`config.mk`:
```
export PLATFORM = sky130hd
export DESIGN_NAME = pbsq_top
export DESIGN_NICKNAME = d
export VERILOG_FILES = /design/src/hw/pbsq_pkg.sv /design/src/hw/pbsq_btn_if.sv /design/src/hw/pbsq_btn_filter.sv /design/src/hw/pbsq_pulse.sv /design/src/hw/pbsq_top.sv
export SDC_FILE = /design/constraint.sdc
export NUM_CORES = 1
export LEC_CHECK = 0
export CAP_MARGIN = 20
export CORE_ASPECT_RATIO = 0.75
export CORE_MARGIN = 2
export CORE_UTILIZATION = 32
export DETAILED_ROUTE_END_ITERATION = 16
export DONT_BUFFER_PORTS = 1
export HOLD_SLACK_MARGIN = 0.12
export SYNTH_ARGS = -nofsm -noshare
export SYNTH_HDL_FRONTEND = slang
export SYNTH_SLANG_ARGS = --single-unit
```
`constraint.sdc`:
```
create_clock -name clk_sys -period 2.25 [get_ports clk_sys]
set_clock_uncertainty 0.05 [all_clocks]
set_input_delay 0 -clock clk_sys [delete_from_list [all_inputs] [get_ports clk_sys]]
set_output_delay 0 -clock clk_sys [all_outputs]
set_load 0.02 [all_outputs]
```
`src/hw/pbsq_pkg.sv`:
```
// Constants and types shared by the push-button and load-switch logic
package pbsq_pkg;
	// Time base
	localparam int CLK_MHZ    = 20;              // clk_sys rate in MHz
	localparam int TICK_US    = 1000;            // Press timer step, us
	localparam int TICK_CYC   = TICK_US * CLK_MHZ;
	localparam int INT_US     = 128;             // Host notify pulse, us
	localparam int INT_CYC    = INT_US * CLK_MHZ;
	localparam int DEB_US     = 50;              // Button settle time, us
	localparam int DEB_CYC    = DEB_US * CLK_MHZ;
	localparam int RST_MS     = 400;             // Reset pulse length, ms
	localparam int RST_CYC    = RST_MS * TICK_CYC;
	localparam int MS_W       = 14;              // Press timer width
	// Register offsets (byte addresses)
	localparam logic [3:0] OFS_PB   = 4'h0;      // Button control/flags
	localparam logic [3:0] OFS_LS   = 4'h4;      // Load output control
	localparam logic [3:0] OFS_SYS  = 4'h8;      // Status, buck control
	// Field positions
	localparam int PB_WSEL  = 0;                 // Wake time select [1:0]
	localparam int PB_HSEL  = 2;                 // Hold time select [3:2]
	localparam int PB_REC   = 4;                 // Recovery mode select
	localparam int PB_VREQ  = 5;                 // Supply required select
	localparam int PB_W1    = 8;                 // First wake flag
	localparam int PB_W2    = 9;                 // Second wake flag
	localparam int PB_RF    = 10;                // Reset fault flag
	localparam int LS_EN    = 0;                 // Output enable bit
	localparam int LS_CODE  = 8;                 // Voltage code [12:8]
	localparam int SYS_BOFF = 8;                 // Write 1: buck off
	// Reset values and output coding
	localparam int VCODE_W  = 5;
	localparam logic [VCODE_W-1:0] RST_VCODE  = 5'h1F;
	localparam logic [VCODE_W-1:0] VCODE_3V3  = 5'h19;
	localparam logic [11:0]        LDO_BASE   = 12'h320; // 800 mV
	localparam logic [11:0]        LDO_STEP   = 12'h064; // 100 mV
	// Operating modes
	typedef enum logic [1:0] {
		MODE_ACT  = 2'b00,
		MODE_SHIP = 2'b01,
		MODE_HIZ  = 2'b10
	} pbsq_mode_t;
	// Wake thresholds in ms, first and second flag
	function automatic logic [MS_W-1:0] wake_ms(input logic [1:0] s,
	                                            input logic second);
		logic [MS_W-1:0] b;
		unique case (s)
			2'b00: b = 14'h0032; // 50 ms
			2'b01: b = 14'h0064;
			2'b10: b = 14'h01F4;
			2'b11: b = 14'h03E8;
		endcase
		return second ? MS_W'({b, 1'b0}) : b;
	endfunction
	// Reset hold thresholds in ms
	function automatic logic [MS_W-1:0] hold_ms(input logic [1:0] s);
		logic [MS_W-1:0] b;
		unique case (s)
			2'b00: b = 14'h1388; // 5 s
			2'b01: b = 14'h2328;
			2'b10: b = 14'h2AF8;
			2'b11: b = 14'h3A98;
		endcase
		return b;
	endfunction
endpackage

```
`src/hw/pbsq_btn_if.sv`:
```
// Filtered button state passed from the input filter to the sequencer
`timescale 1ns/1ps
`default_nettype none
interface pbsq_btn_if;
	logic pressed;  // Debounced button held low
	logic fall;     // One-cycle: press started
	modport src (output pressed, output fall);
	modport snk (input pressed, input fall);
endinterface
`default_nettype wire

```
`src/hw/pbsq_btn_filter.sv`:
```
// Button synchroniser and debounce filter
`timescale 1ns/1ps
`default_nettype none
module pbsq_btn_filter import pbsq_pkg::*; #(
	parameter int DEB = DEB_CYC
) (
	// Clock and reset
	input  wire logic   clk_sys,
	input  wire logic   reset,
	// Raw pin and filtered result
	input  wire logic   pushbutton_in_n,
	pbsq_btn_if.src     btn
);
	localparam int CW = $clog2(DEB + 1);

	if (DEB < 1) begin : g_chk
		$error("pbsq_btn_filter: DEB must be at least one");
	end
	logic          meta_r;     // First stage, read only by sync_r
	logic          sync_r;     // Settled pin level
	logic [CW-1:0] cnt_r;      // Cycles the level has differed
	logic          pressed_r;  // Accepted level, high when held low
	logic          fall_r;     // Press start pulse

	// Two flops before any logic looks at the pin
	always_ff @(posedge clk_sys) begin
		if (reset) begin
			meta_r <= 1'b1;
			sync_r <= 1'b1;
		end else begin
			meta_r <= pushbutton_in_n;
			sync_r <= meta_r;
		end
	end

	// Accept a new level only after it holds for DEB cycles
	always_ff @(posedge clk_sys) begin
		if (reset) begin
			cnt_r     <= '0;
			pressed_r <= 1'b0;
			fall_r    <= 1'b0;
		end else begin
			fall_r <= 1'b0;
			if (pressed_r == sync_r) begin
				// Level differs from accepted state
				if (cnt_r == CW'(DEB - 1)) begin
					cnt_r     <= '0;
					pressed_r <= ~sync_r;
					fall_r    <= ~sync_r;
				end else begin
					cnt_r <= cnt_r + 1'b1;
				end
			end else begin
				cnt_r <= '0; // Bounce restarts the wait
			end
		end
	end

	assign btn.pressed = pressed_r;
	assign btn.fall    = fall_r;
endmodule // pbsq_btn_filter
`default_nettype wire

```
`src/hw/pbsq_pulse.sv`:
```
// Retriggerable one-shot of a fixed length in clock cycles
`timescale 1ns/1ps
`default_nettype none
module pbsq_pulse #(
	parameter int LEN = 2560
) (
	// Clock and reset
	input  wire logic clk_sys,
	input  wire logic reset,
	// Trigger and output
	input  wire logic trig,
	output logic      active
);
	localparam int CW = $clog2(LEN + 1);
	logic [CW-1:0] cnt_r;     // Cycles left after this one
	logic          active_r;  // Pulse level

	if (LEN < 1) begin : g_chk
		$error("pbsq_pulse: LEN must be at least one");
	end

	// Load on trigger, count down, drop after LEN cycles
	always_ff @(posedge clk_sys) begin
		if (reset) begin
			cnt_r    <= '0;
			active_r <= 1'b0;
		end else if (trig) begin
			cnt_r    <= CW'(LEN - 1);
			active_r <= 1'b1;
		end else if (cnt_r != '0) begin
			cnt_r <= cnt_r - 1'b1;
		end else begin
			active_r <= 1'b0;
		end
	end

	assign active = active_r;
endmodule // pbsq_pulse
`default_nettype wire

```
`src/hw/pbsq_top.sv`:
```
// Push-button wake/reset sequencer and load output selector
`timescale 1ns/1ps
`default_nettype none
module pbsq_top import pbsq_pkg::*; #(
	parameter int TICK    = TICK_CYC,
	parameter int RST_LEN = RST_CYC
) (
	// Clock and reset
	input  wire logic        clk_sys,
	input  wire logic        reset,
	// Avalon-MM slave
	input  wire logic [3:0]  avs_address,
	input  wire logic        avs_read,
	input  wire logic        avs_write,
	input  wire logic [31:0] avs_writedata,
	input  wire logic [3:0]  avs_byteenable,
	output logic [31:0]      avs_readdata,
	output logic             avs_waitrequest,
	// Pins from the system
	input  wire logic        pushbutton_in_n,
	input  wire logic        load_ctrl_pin,
	input  wire logic        bat_present,
	input  wire logic        vin_valid,
	input  wire logic        chg_enable,
	input  wire logic        vin_in_window,
	input  wire logic        load_fault,
	// Host outputs
	output logic             int_out_n,
	output logic             reset_out_n,
	output logic             power_good_out_n,
	// Load output and buck control
	output logic             load_on,
	output logic             load_pass_through,
	output logic             load_pulldown,
	output logic [11:0]      ldo_target_mv,
	output logic             buck_output_en
);
	if (TICK < 2 || RST_LEN < 1) begin : g_chk
		$error("pbsq_top: TICK must be >= 2 and RST_LEN >= 1");
	end
	localparam int TW = $clog2(TICK);

	// Pin synchroniser: pin, battery, vin, charge, window, fault
	logic [5:0] meta_r;     // First stage, read only by sync_r
	logic [5:0] sync_r;
	logic pin_s, bat_s, vin_s, chg_s, win_s, flt_s;
	always_ff @(posedge clk_sys) begin
		if (reset) begin
			meta_r <= 6'h00;
			sync_r <= 6'h00;
		end else begin
			meta_r <= {load_ctrl_pin, bat_present, vin_valid,
			           chg_enable, vin_in_window, load_fault};
			sync_r <= meta_r;
		end
	end
	assign {pin_s, bat_s, vin_s, chg_s, win_s, flt_s} = sync_r;

	// Filtered button
	pbsq_btn_if btn ();
	pbsq_btn_filter #(.DEB(DEB_CYC)) u_filt (
		.clk_sys         (clk_sys),
		.reset           (reset),
		.pushbutton_in_n (pushbutton_in_n),
		.btn             (btn)
	);

	// Registers
	logic [1:0]         wsel_r;   // button_wake_time_sel
	logic [1:0]         hsel_r;   // button_hold_time_sel
	logic               rec_r;    // recovery_mode_sel, 1 = high-Z
	logic               vreq_r;   // supply_required_sel
	logic               w1_r;     // wake_flag_first
	logic               w2_r;     // wake_flag_second
	logic               rf_r;     // Reset fault flag
	logic               en_r;     // output_enable_bit
	logic [VCODE_W-1:0] vcode_r;  // output_voltage_code
	logic               buck_r;   // Buck output enabled
	pbsq_mode_t         mode_r;   // Operating mode
	logic               ack_r;    // Bus answer cycle
	logic [31:0]        rdata_r;  // Read data
	logic               bus_on;   // Register bus alive in this mode
	logic               acc_wr;   // Write taken this edge
	logic               acc_rd;   // Read taken this edge
	logic               pb_clr;   // Control register read clears flags

	assign bus_on = (mode_r == MODE_ACT);
	assign acc_wr = avs_write & ack_r & bus_on;
	assign acc_rd = avs_read & ack_r;
	assign pb_clr = acc_rd & bus_on & (avs_address == OFS_PB);
	// Fixed one wait state: answer on the second edge of a request
	assign avs_waitrequest = (avs_read | avs_write) & ~ack_r;
	assign avs_readdata    = rdata_r;

	// Answer timing
	always_ff @(posedge clk_sys) begin
		if (reset) begin
			ack_r <= 1'b0;
		end else begin
			ack_r <= (avs_read | avs_write) & ~ack_r;
		end
	end

	// Press timing
	logic [TW-1:0]   tick_cnt_r; // Divider to the ms step
	logic            tick;
	logic [MS_W-1:0] ms_r;       // Length of the current press
	logic [MS_W-1:0] ms_prev_r;
	logic            armed_r;    // Reset allowed for this press
	logic            btn_en;     // Button input honoured
	logic            ev_w1, ev_w2, ev_rst;
	assign tick = (tick_cnt_r == TW'(TICK - 1));
	assign btn_en = bat_s | (vin_s & chg_s);

	// Free running ms tick
	always_ff @(posedge clk_sys) begin
		if (reset || tick) begin
			tick_cnt_r <= '0;
		end else begin
			tick_cnt_r <= tick_cnt_r + 1'b1;
		end
	end

	// Press length in ms; saturates rather than wraps
	always_ff @(posedge clk_sys) begin
		if (reset) begin
			ms_r      <= '0;
			ms_prev_r <= '0;
		end else begin
			ms_prev_r <= ms_r;
			if (!btn.pressed || !btn_en) begin
				ms_r <= '0;
			end else if (tick && ms_r != '1) begin
				ms_r <= ms_r + 1'b1;
			end
		end
	end

	// Threshold crossings, one pulse each time ms_r reaches them; a supply drop in the
	// crossing cycle must not let an event slip through
	logic hit_hold, ms_step;
	assign ms_step = btn_en && (ms_prev_r != ms_r);
	assign ev_w1 = (ms_r == wake_ms(wsel_r, 1'b0)) &&
	               ms_step;
	assign ev_w2 = (ms_r == wake_ms(wsel_r, 1'b1)) &&
	               ms_step;
	assign hit_hold = (ms_r == hold_ms(hsel_r)) &&
	                  ms_step;
	// Optional supply window condition
	assign ev_rst = hit_hold & armed_r & (~vreq_r | win_s);

	// Rearm only after a release; a new press must pass hold time again
	always_ff @(posedge clk_sys) begin
		if (reset) begin
			armed_r <= 1'b1;
		end else if (ev_rst) begin
			armed_r <= 1'b0;
		end else if (!btn.pressed) begin
			armed_r <= 1'b1;
		end
	end

	// Interrupt and reset pulses
	logic int_act, rst_act, int_trig, rst_trig;
	assign int_trig = (ev_w1 | ev_w2 | ev_rst) & bus_on;
	assign rst_trig = ev_rst & (mode_r != MODE_SHIP);
	pbsq_pulse #(.LEN(INT_CYC)) u_int (
		.clk_sys (clk_sys),
		.reset   (reset),
		.trig    (int_trig),
		.active  (int_act)
	);
	pbsq_pulse #(.LEN(RST_LEN)) u_rst (
		.clk_sys (clk_sys),
		.reset   (reset),
		.trig    (rst_trig),
		.active  (rst_act)
	);
	assign int_out_n   = ~int_act;
	assign reset_out_n = ~rst_act;

	// Sticky flags; a new event beats a clearing read
	always_ff @(posedge clk_sys) begin
		if (reset) begin
			w1_r <= 1'b0;
			w2_r <= 1'b0;
			rf_r <= 1'b0;
		end else begin
			w1_r <= ev_w1 | (w1_r & ~pb_clr);
			w2_r <= ev_w2 | (w2_r & ~pb_clr);
			rf_r <= ev_rst | (rf_r & ~pb_clr);
		end
	end

	// Software-written configuration, per byte lane
	always_ff @(posedge clk_sys) begin
		if (reset) begin
			wsel_r  <= 2'h0;
			hsel_r  <= 2'h0;
			rec_r   <= 1'b0;
			vreq_r  <= 1'b0;
			en_r    <= 1'b0;
			vcode_r <= RST_VCODE;
		end else if (acc_wr && avs_address == OFS_PB &&
		             avs_byteenable[0]) begin
			wsel_r <= avs_writedata[PB_WSEL +: 2];
			hsel_r <= avs_writedata[PB_HSEL +: 2];
			rec_r  <= avs_writedata[PB_REC];
			vreq_r <= avs_writedata[PB_VREQ];
		end else if (acc_wr && avs_address == OFS_LS) begin
			if (avs_byteenable[0]) begin
				en_r <= avs_writedata[LS_EN];
			end
			if (avs_byteenable[1]) begin
				vcode_r <= avs_writedata[LS_CODE +: VCODE_W];
			end
		end
	end

	// Mode and buck sequencing
	logic vin_prev_r;  // For supply connect edge
	logic vin_rise;
	logic buck_off_wr;
	assign vin_rise = vin_s & ~vin_prev_r;
	assign buck_off_wr = acc_wr && avs_address == OFS_SYS &&
	                     avs_byteenable[1] && avs_writedata[SYS_BOFF];
	always_ff @(posedge clk_sys) begin
		if (reset) begin
			mode_r     <= MODE_ACT;
			buck_r     <= 1'b1;
			vin_prev_r <= 1'b0;
		end else begin
			vin_prev_r <= vin_s;
			unique case (mode_r)
				MODE_ACT: begin
					if (ev_rst && vin_s) begin
						buck_r <= 1'b1;
					end else if (ev_rst) begin
						// Battery only: park as selected
						mode_r <= rec_r ? MODE_HIZ : MODE_SHIP;
						buck_r <= rec_r;
					end else if (vin_rise) begin
						buck_r <= 1'b1;
					end else if (buck_off_wr) begin
						buck_r <= 1'b0;
					end
				end
				MODE_SHIP: begin
					// Only the button and supply sensing wake it
					if (ev_w1 || vin_rise) begin
						mode_r <= MODE_ACT;
						buck_r <= 1'b1;
					end
				end
				MODE_HIZ: begin
					if (vin_rise) begin
						mode_r <= MODE_ACT;
						buck_r <= 1'b1;
					end else if (ev_rst) begin
						buck_r <= 1'b1;
					end
				end
				default: begin
					mode_r <= MODE_ACT;
				end
			endcase
		end
	end
	assign buck_output_en = buck_r;

	// Load output selection
	logic ls_req;
	logic load_on_r, pass_r, pg_n_r;
	logic [11:0] tgt_r;
	assign ls_req = en_r | (pin_s & (mode_r != MODE_SHIP));
	always_ff @(posedge clk_sys) begin
		if (reset) begin
			load_on_r <= 1'b0;
			pass_r    <= 1'b1;
			tgt_r     <= LDO_BASE;
			pg_n_r    <= 1'b1;
		end else begin
			// Fault overrides both enables; ship mode shuts it off
			load_on_r <= ls_req & ~flt_s & (mode_r != MODE_SHIP);
			pass_r    <= (vcode_r > VCODE_3V3);
			tgt_r     <= LDO_BASE + 12'(vcode_r) * LDO_STEP;
			pg_n_r    <= ~(vin_s & bus_on);
		end
	end
	assign load_on           = load_on_r;
	assign load_pass_through = pass_r;
	assign load_pulldown     = ~load_on_r;
	assign ldo_target_mv     = tgt_r;
	assign power_good_out_n  = pg_n_r;

	// Read data; dead register bus reads zero
	always_ff @(posedge clk_sys) begin
		if (reset) begin
			rdata_r <= 32'h0000_0000;
		end else if (avs_read && !ack_r) begin
			rdata_r <= 32'h0000_0000;
			if (bus_on) begin
				unique case (avs_address)
					OFS_PB: begin
						rdata_r[PB_WSEL +: 2] <= wsel_r;
						rdata_r[PB_HSEL +: 2] <= hsel_r;
						rdata_r[PB_REC]       <= rec_r;
						rdata_r[PB_VREQ]      <= vreq_r;
						rdata_r[PB_W1]        <= w1_r;
						rdata_r[PB_W2]        <= w2_r;
						rdata_r[PB_RF]        <= rf_r;
					end
					OFS_LS: begin
						rdata_r[LS_EN]              <= en_r;
						rdata_r[LS_CODE +: VCODE_W] <= vcode_r;
					end
					OFS_SYS: begin
						rdata_r[6:0] <= {btn.pressed, btn_en, pass_r,
						                 load_on_r, mode_r, buck_r};
					end
					default: begin
						rdata_r <= 32'h0000_0000; // Unmapped
					end
				endcase
			end
		end
	end

	// Independent memory of a reset issued during the current press
	logic seen_rst_r;
	always_ff @(posedge clk_sys) begin
		if (reset || !btn.pressed) begin
			seen_rst_r <= 1'b0;
		end else if (rst_trig) begin
			seen_rst_r <= 1'b1;
		end
	end
endmodule // pbsq_top
`default_nettype wire

```
**Word level (Yosys, flattened, before mapping)**

Index checks and enable logic that the tools add are counted.
W data, S select, Z words.

- Add/sub/neg operators: 6
- Multiply operators: 1
- Divide/modulo/power cells: 0
- Magnitude comparators: 1
- Equality and inequality tests: 28
- Shift-type cells: 0
- Multiplexer cells: 32
- Bitwise gates (word level): 40
- Reductions and logical operators: 37

Operators by type and width:

| cell | count |
|---|---|
| $pmux W14 S4 | 2 |
| $mux W23 | 2 |
| $eq A14 B14 Y1 | 3 |
| $mux W12 | 2 |
| $reduce_bool A23 Y1 | 1 |
| $sub A23 B1 Y23 const B | 1 |
| $and A1 B1 Y1 | 19 |
| $add A15 B1 Y15 const B | 1 |
| $eq A15 B15 Y1 const B | 1 |
| $add A14 B1 Y14 const B | 1 |
| $mux W1 | 14 |
| $ne A14 B14 Y1 | 1 |
| $ne A14 B14 Y1 const B | 1 |
| $logic_and A1 B1 Y1 | 13 |
| $mux W13 | 1 |
| $add A10 B12 Y12 const A | 1 |
| $mux W2 | 6 |
| $ne A2 B2 Y1 const B | 6 |
| $not A1 Y1 | 12 |
| $reduce_bool A12 Y1 | 1 |
| $sub A12 B1 Y12 const B | 1 |
| $add A10 B1 Y10 const B | 1 |
| $eq A10 B10 Y1 const B | 1 |
| $eq A2 B2 Y1 const B | 5 |
| 25 further kinds | 48 |

- Register bits after elaboration: 173
- Latch bits: 0
- Memory bits (writable): 0
- ROM bits: 0
- Input port bits: 51
- Output and inout port bits: 52
- Word-level logic and storage cells: 179
- Memories: 0

**Logic depth before layout (Yosys ltp)**

Gate-level depths: netlist (run 1).

- Depth after elaboration: 10
- Mapped depth: 13
- Mapped depth without buffers: 13

**Cells and area by module**

Synthesis (run 1) repeated with hierarchy kept, for this count alone.

- Cell total of the unflattened synthesis: 813
- Area total of the unflattened synthesis: 7,457.2 um2

By module, submodules not included:

| module | instances | cells each | area each (um2) | sequential area each (um2) |
|---|---|---|---|---|
| pbsq_top | 1 | 545 | 4,972.3 | 2,021.9 |
| pbsq_pulse (u_rst) | 1 | 136 | 1,239.9 | 480.5 |
| pbsq_pulse (u_int) | 1 | 74 | 651.9 | 260.2 |
| pbsq_btn_filter | 1 | 58 | 593.1 | 280.3 |

**Worst setup path after synthesis (run 1)**

OpenSTA, ideal clock, no wires.

- Path kind: reg-to-reg
- Start: reg vcode_r[1]
- End: reg tgt_r[11], in the netlist ldo_target_mv[11]
- Setup time: 0.129 ns
- Arrival time: 2.335 ns
- Data required time: 2.071 ns
- Setup slack: -0.264 ns
- Cell stages (with the launch flop): 13
- Path buffers: 0
- Clock period less this slack: 2.514 ns
- Path through: dfxtp_1 inv_1 ha_1 inv_1 ha_1 ha_1 inv_1 fa_1 o21ai_0 inv_1 a21oi_1 nand2_1 nor3b_1

- Cells in the longest elaborated chain, start to end: 2

Ends and longest elaborated chain:

| element | RTL line | source |
|---|---|---|
| start, declared | pbsq_top.sv:77 | `logic [VCODE_W-1:0] vcode_r;` |
| start signal, assigned | pbsq_top.sv:215 | `vcode_r <= avs_writedata[LS_CODE +: VCODE_W];` |
| $mul A5 B5 Y10 | pbsq_top.sv:286 | `tgt_r <= LDO_BASE + 12'(vcode_r) * LDO_STEP;` |
| $add A10 B12 Y12 | pbsq_top.sv:286 |  |
| end signal, assigned | pbsq_top.sv:286 |  |
| end, declared | pbsq_top.sv:274 | `logic [11:0] tgt_r;` |

Every way passes these cells.
A chain may end at the register's enable or synchronous reset.

**Worst setup path in the final report (run 1)**

- Start: reg hsel_r[1]
- End: reg mode_r[0]

- Cells in the longest elaborated chain, start to end: 9
- Elaborated cells on any way between the ends: 13
- Classes of those cells: 6 x eq/ne; 1 x mux; 2 x bitwise; 4 x reduce/logical

Ends and longest elaborated chain:

| element | RTL line | source |
|---|---|---|
| start, declared | pbsq_top.sv:70 | `logic [1:0] hsel_r;` |
| start signal, assigned | pbsq_top.sv:207 | `hsel_r <= avs_writedata[PB_HSEL +: 2];` |
| $eq A2 B2 Y1 (tied with other cells) | pbsq_pkg.sv:56 | `unique case (s)` |
| $pmux W14 S4 * | pbsq_pkg.sv:56 |  |
| $eq A14 B14 Y1 * | pbsq_top.sv:147 | `assign hit_hold = (ms_r == hold_ms(hsel_r)) &&` |
| $logic_and A1 B1 Y1 * | pbsq_top.sv:147 |  |
| $and A1 B1 Y1 * (2 in series) | pbsq_top.sv:150 | `assign ev_rst = hit_hold & armed_r & (~vreq_r \| win_s);` |
| $logic_and A1 B1 Y1 | pbsq_top.sv:236 | `if (ev_rst && vin_s) begin` |
| $ne A2 B2 Y1 (no source line) | - |  |
| $reduce_and A4 Y1 (no source line) * | - |  |
| end signal, assigned | pbsq_top.sv:240 | `mode_r <= rec_r ? MODE_HIZ : MODE_SHIP;` |
| end, declared | pbsq_top.sv:79 | `pbsq_mode_t mode_r;` |

Mark *: on every way between the ends. The rest lies on a longest branch, timed or not. The select of a mux whose other input is x is not followed.

==> results.md, run 1 <==
- Leakage: 3.97 nW
- Layout fillers: 2098
- Placed cell areas: 8040 um^2
- Design area: 9830 um^2
- CTS tree: yes
- Antenna cell count: 0
- MaxCap Viol Count: 0
- Share of the synthesized area in the top cell type: 41.6%
- Crit path kind: reg2reg
- Commonest register cell after synthesis: dfxtp_1
- Clock buffer count from CTS: 17
- Area grow syn2layout: 35.3%
- Post-synth cell types: 64
- Post-Syn Area per Cell: 9.02 um^2
- HPWL after detailed placement: 11.9 mm
- Combinational share of power: 26.0%
- Hold Vio Cnt, Final: 0
- Worst IR drop on VDD: 0.000516 V
- Clock root buffer: clkbuf_16
- IO Pins: 103
- Wire per inst: 14.8 um
- Fin nets: 1031
- CP max stage delay: 480 ps
- Post-synth EDFFs: 0
- Drt pass-1 iters: 5
- Worst min-delay path class: in2reg
- Number of global-route vias before repair: 5832
- Worst rel slew slack: 63.0%
- Synth Register Bits: 151
- Net switching power figure: 2.52 mW
- Gr usage total: 15.7%
- IO buf count: 0
- Delay-heaviest family, CP: simple AND/OR/NAND/NOR gates
- Top-count cell post-synth: dfxtp_1
- Via-to-Cell Ratio: 4.90
- Largest net degree at the start of global routing: 73
- Via count: 6089
- Final RePlAce weighted congestion: 0.818
- Critical path startpoint category: register
- Pwr dens: 884 nW/um^2
- Clock Latency Late Sink: 430 ps
- Clk slew on worst S/H paths: 60 ps
- Seq pwr share: 36.9%
- Share of async-settable or async-resettable flops after synthesis: 0%
- Endpoint type of the worst setup path: register
- Worst setup margin: -120 ps
- Clock Path Buffers: 2
- Sequential fraction of the synthesis area: 41.6%
- Crit path arrival time: 2670 ps
- Ys Warns: 0
- DRC errors left: 0
- Mapped cell area: 7270 um^2
- Slew @ Worst Pin: 553 ps
- Critical path peak fanout: 4
- Hold-critical path depth: 2
- Share of cells above drive strength 1: 21.7%
- Initial antenna violation count: 0
- Fmax: 0.422 GHz
- Unrepaired setup endpoints after global routing: yes
- Clock Power Share: 37.1%
- Total power: 8.69 mW
- Commonest cells in the netlist: dfxtp_1, nor2_1, xor2_1, ha_1, nand2_1
- Die area: 23900 um^2
- CP max stage cell: or4_4
- CTS sink cnt: 151
- Routed WL: 18.3 mm
- P_int: 6.17 mW
- Main area contributors after synthesis: dfxtp_1, ha_1, xor2_1
- CP Cell Sequence: inv_4 -> ha_4 -> nor3b_2 -> o211ai_1 -> or4_4 -> nor4_4 -> or4b_1 -> a21oi_1
- H-Tree Level Count: 4
- First-pass GRT wire length: 29.8 mm
- Area leader, netlist: dfxtp_1
- # rows: 47
- ANT nets after route: 0
- Final worst path period need: 2370 ps
- GR Overflow Total: 0
- Starting Density: 32.8%
- Final worst-path cycle share: 105%
- R2r setup slk: -120 ps
- Worst endpoint required time: 2550 ps
- Outcome: complete, but fails checks
- Die Wd: 178 um
- Net Sw Frac: 29.0%
- Mapped Cells: 806
- Core area: 22200 um^2
- # placed instances: 1138
- CP Depth: 8
- Violated checks: setup timing
- Finished Layout Cells: 1243
- Crit path buf inv count: 1
- Pre-CTS WS: -190 ps
- Max-slew violation count: 0
- Count of final setup violators: 7
- Register-to-Register Path Depth: 8
- Starting DRT DRC Count: 450
- Die height: 135 um
==> kinds of logic after synthesis <==
group / synth area share [%]
DFF: 41.6
other: 0.0516
muxes: 1.53
adders and majority gates: 7.33
xor gates and xnor gates: 10.4
and+or+nand+nor: 23.5
buffers and inverters: 5.89
AOI/OAI and AO/OA: 9.73
==> worst reg2reg max path, cell delays in order (launching register included) <==
cell	delay (ps)
dfxtp_2	350
inv_4	50
ha_4	230
nor3b_2	160
o211ai_1	110
or4_4	480
nor4_4	240
or4b_1	470
a21oi_1	160
==> cell usage in the layout (no fill, tap or decap), drive strengths merged, types with 30 or more instances in the layout <==
| master | Yosys | layout |
|---|---|---|
| inv | 36 | 36 |
| dfxtp | 151 | 151 |
| xnor2 | 34 | 34 |
| a21oi | 37 | 37 |
| nor2 | 97 | 97 |
| nor2b | 30 | 30 |
| dlygate4sd3 | 0 | 56 |
| xor2 | 52 | 52 |
| nand2 | 41 | 41 |
| ha | 41 | 41 |
| buf | 37 | 86 |
==> repair_timing <==
item | in CTS | in global routing
buffers inserted | 4 | 11
endpoints found under the hold margin | 137 | 1
setup endpoints to repair | 44 | 58
hold buffers | 58 | 1
pin swaps | 16 | 16
gates cloned | 1 | 1
gates resized for setup | 29 | 58
==> final cells by class <==
| type | count | area, um^2 | area share, % |
|---|---|---|---|
| well taps | 294 | 368 | 3.74 |
| repair buffers | 143 | 1270 | 12.9 |
| multi-input cells | 589 | 4350 | 44.2 |
| inverters | 36 | 145 | 1.48 |
| clock inverters | 9 | 198 | 2.01 |
| clock buffers | 21 | 460 | 4.68 |
| flip-flops and latches | 151 | 3040 | 30.9 |
==> path summary, 6_finish.rpt <==
| kind | start | endpoint |
|---|---|---|
| worst max-delay path | hsel_r[1] | mode_r[0] |
| worst max register to register | hsel_r[1] | mode_r[0] |
| worst min register to register | sync_r[0] | load_on |
| worst min-delay path | reset | ms_prev_r[7] |
==> per-stage QoR <==
step | hold slack, ps | setup TNS [ps] | utilization, %
floorplan | 53.8 | -74.7 | -
global placement | 28.0 | -1670 | 36.3
detailed placement | 28.1 | -3540 | 36.3
CTS | 125 | -829 | 42.8
global route | 132 | -1980 | 44.3
finish | 143 | -365 | 44.3
==> flip-flops by register name, summed over array words and instances, names as in the netlist, 2 cells and up <==
register / flops
ms_r: 14
tick_cnt_r: 15
mode_r: 2
u_rst.cnt_r: 23
u_filt.cnt_r: 10
sync_r: 6
u_int.cnt_r: 12
ms_prev_r: 14
ldo_target_mv: 10
meta_r: 6
vcode_r: 5
hsel_r: 2
avs_readdata: 12
wsel_r: 2
==> power groups by stage <==
stage	Sequential [mW]	Combinational [mW]	Clock (mW)
finish	3.21	2.26	3.23
global placement	3.25	2.00	0
detailed placement	3.25	2.01	0
CTS	3.19	2.14	3.29
global route	3.25	2.54	3.42
floorplan	3.20	1.57	0
==> per-layer routing <==
metal | global-route usage, % | part of all wire (%) | vias to the layer above
met5 | 0 | 0 | -
met4 | 5.01 | 1.5 | 0
met3 | 4.76 | 6.0 | 22
met2 | 22.3 | 42 | 132
met1 | 22.6 | 50 | 2929
li1 | - | - | 3006
(Power assumes the default switching activity.)
==> run 2, diff against run 1 <==
--- a/config.mk
+++ b/config.mk
@@ -9,6 +9,7 @@
 export CORE_ASPECT_RATIO = 0.75
 export CORE_MARGIN = 2
 export CORE_UTILIZATION = 32
+export CTS_BUF_LIST = sky130_fd_sc_hd__clkbuf_2 sky130_fd_sc_hd__clkbuf_4 sky130_fd_sc_hd__clkbuf_8
 export DETAILED_ROUTE_END_ITERATION = 16
 export DONT_BUFFER_PORTS = 1
 export HOLD_SLACK_MARGIN = 0.12
==> run 2 against run 1 <==
  * The flow finishes with violations (hold timing, setup timing)
  * Clock power down 22%
  * Utilization grew 0.49 points
  * Non-clock buffer count up 32
  * Critical path depth stayed put
  * Critical endpoint unchanged
  * Combinational power about the same
  * Setup slack better by 0.74 ps
  * Fmax hardly changed
  * Via count rose by 1.5%
==> results.md, run 2 (same netlist as run 1, synthesis figures left out) <==
- CTS tree: yes
- Share of cells above drive strength 1: 20.8%
- Initial antenna violation count: 1
- Seq pwr share: 40.2%
- Die Wd: 178 um
- # rows: 47
- Largest net degree at the start of global routing: 107
- Hold buffers post-CTS: 95
- Hold Vio Cnt, Final: 58
- Via count: 6179
- Slew @ Worst Pin: 627 ps
- Clock Path Buffers: 2
- IO buf count: 0
- Crit path kind: reg2reg
- Leakage: 4.10 nW
- Total power: 7.94 mW
- H-Tree Level Count: 4
- Final RePlAce weighted congestion: 0.818
- Antenna cell count: 0
- Wire per inst: 14.6 um
- Net Sw Frac: 30.2%
- MaxCap Viol Count: 0
- Core area: 22200 um^2
- Clock Power Share: 31.7%
- CTS sink cnt: 151
- # placed instances: 1138
- Final worst path period need: 2370 ps
- Worst min-delay path class: in2reg
- Worst IR drop on VDD: 0.000418 V
- Outcome: complete, but fails checks
- Max reg flops: 23
- Clock buffer count from CTS: 17
- Commonest non-fill, non-tap cell in the layout: dfxtp_1
- Worst endpoint required time: 2580 ps
- Biggest register: u_rst.cnt_r
- Design area: 9940 um^2
- Via-to-Cell Ratio: 4.85
- Critical path startpoint category: register
- Unrepaired setup endpoints after global routing: yes
- ANT nets after route: 0
- Die height: 135 um
- Endpoint type of the worst setup path: register
- Violated checks: hold timing, setup timing
- Routed WL: 18.7 mm
- GR Overflow Total: 0
- Combinational share of power: 28.1%
- Fin nets: 1063
- Setup_tns: -783 ps
- Clock Latency Late Sink: 450 ps
- Final worst-path cycle share: 105%
- Clock root buffer: clkbuf_8
- Layout fillers: 2124
- Gr usage total: 16.0%
- Number of global-route vias before repair: 6065
- Max-slew violation count: 0
- Hold Worst Slack: -424 ps
- Finished Layout Cells: 1275
- Drt pass-1 iters: 5
- Placed cell areas: 8040 um^2
- Starting Density: 32.8%
- Net switching power figure: 2.40 mW
- Area grow syn2layout: 36.8%
- IO Pins: 103
- Fmax: 0.422 GHz
- DRC errors left: 0
- P_int: 5.54 mW
- Die area: 23900 um^2
- Clk slew on worst S/H paths: 80 ps
- Commonest cells after routing, fill and taps aside: dfxtp_1, dlygate4sd3_1, nor2_1
- Worst rel slew slack: 58.0%
- HPWL after detailed placement: 11.9 mm
- Critical path peak fanout: 4
- Count of final setup violators: 21
- Pwr dens: 799 nW/um^2
- First-pass GRT wire length: 30.3 mm
- Starting DRT DRC Count: 473
- Largest registers: u_rst.cnt_r x23, tick_cnt_r x15
- Worst setup margin: -119 ps
- Final core occ: 44.8%
- Crit path arrival time: 2700 ps
-- run 2: cell types whose count changed in the layout (fill, tap and decap cells not counted), sizes merged --
cell,change
dlymetal6s4s,-1
dlygate4sd3,+39
buf,-6
-- run 2: through the flow --
stage          hold slack, ps  worst slack (ps)
2_1_floorplan            53.8             -27.6
3_3_place_gp             28.0              -120
3_5_place_dp             28.1              -190
4_1_cts                  -476             -89.4
5_1_grt                  -473              -197
6_report                 -424              -119
-- run 2: power by group through the flow --
stage               Clock (mW)  Combinational [mW]  Sequential (mW)
global route              2.69                2.52             3.23
finish                    2.52                2.23             3.19
detailed placement           0                2.01             3.25
floorplan                    0                1.57             3.20
CTS                       2.59                2.12             3.19
global placement             0                2.00             3.25
-- run 2: critical path, cell delays in order (launching register included) --
cell and delay (ps):
dfxtp_2 360, inv_4 50, ha_4 230, nor3b_2 160
o211ai_1 110, or4_4 480, nor4_4 240, or4b_1 460
a21oi_1 160
-- run 2: per-layer routing --
layer	up-vias	part of all wire (%)	track usage (%)	wire (um)
li1	3066	-	-	-
met1	2935	48	22.1	8910
met2	150	44	23.5	8220
met3	26	6.6	5.01	1220
met4	2	1.6	5.24	299
met5	-	0.043	0	8
-- run 2: final cells by class --
type	instances	area [um^2]	area share, %
clock inverter	9	198	1.99
inverter	36	145	1.46
timing repair buffer	175	1590	16.0
clock buffer	21	277	2.78
tap	294	368	3.70
sequential	151	3040	30.6
multi-input combinational	589	4320	43.5
-- run 2: path summary, 6_finish.rpt --
check             from          endpoint  slack, ps  cells past startpoint
min              reset  avs_readdata[12]       -420                      1
min reg2reg  sync_r[0]           load_on        340                      1
max          hsel_r[1]         mode_r[0]       -120                      8
max reg2reg  hsel_r[1]         mode_r[0]       -120                      8
-- run 2: timing repair --
action                                 CTS  global route
gates cloned                             1             1
pin swaps                               17            15
gates resized for setup                 28            63
setup buffers                            4             6
setup endpoints to repair               44            54
endpoints found under the hold margin  137            59
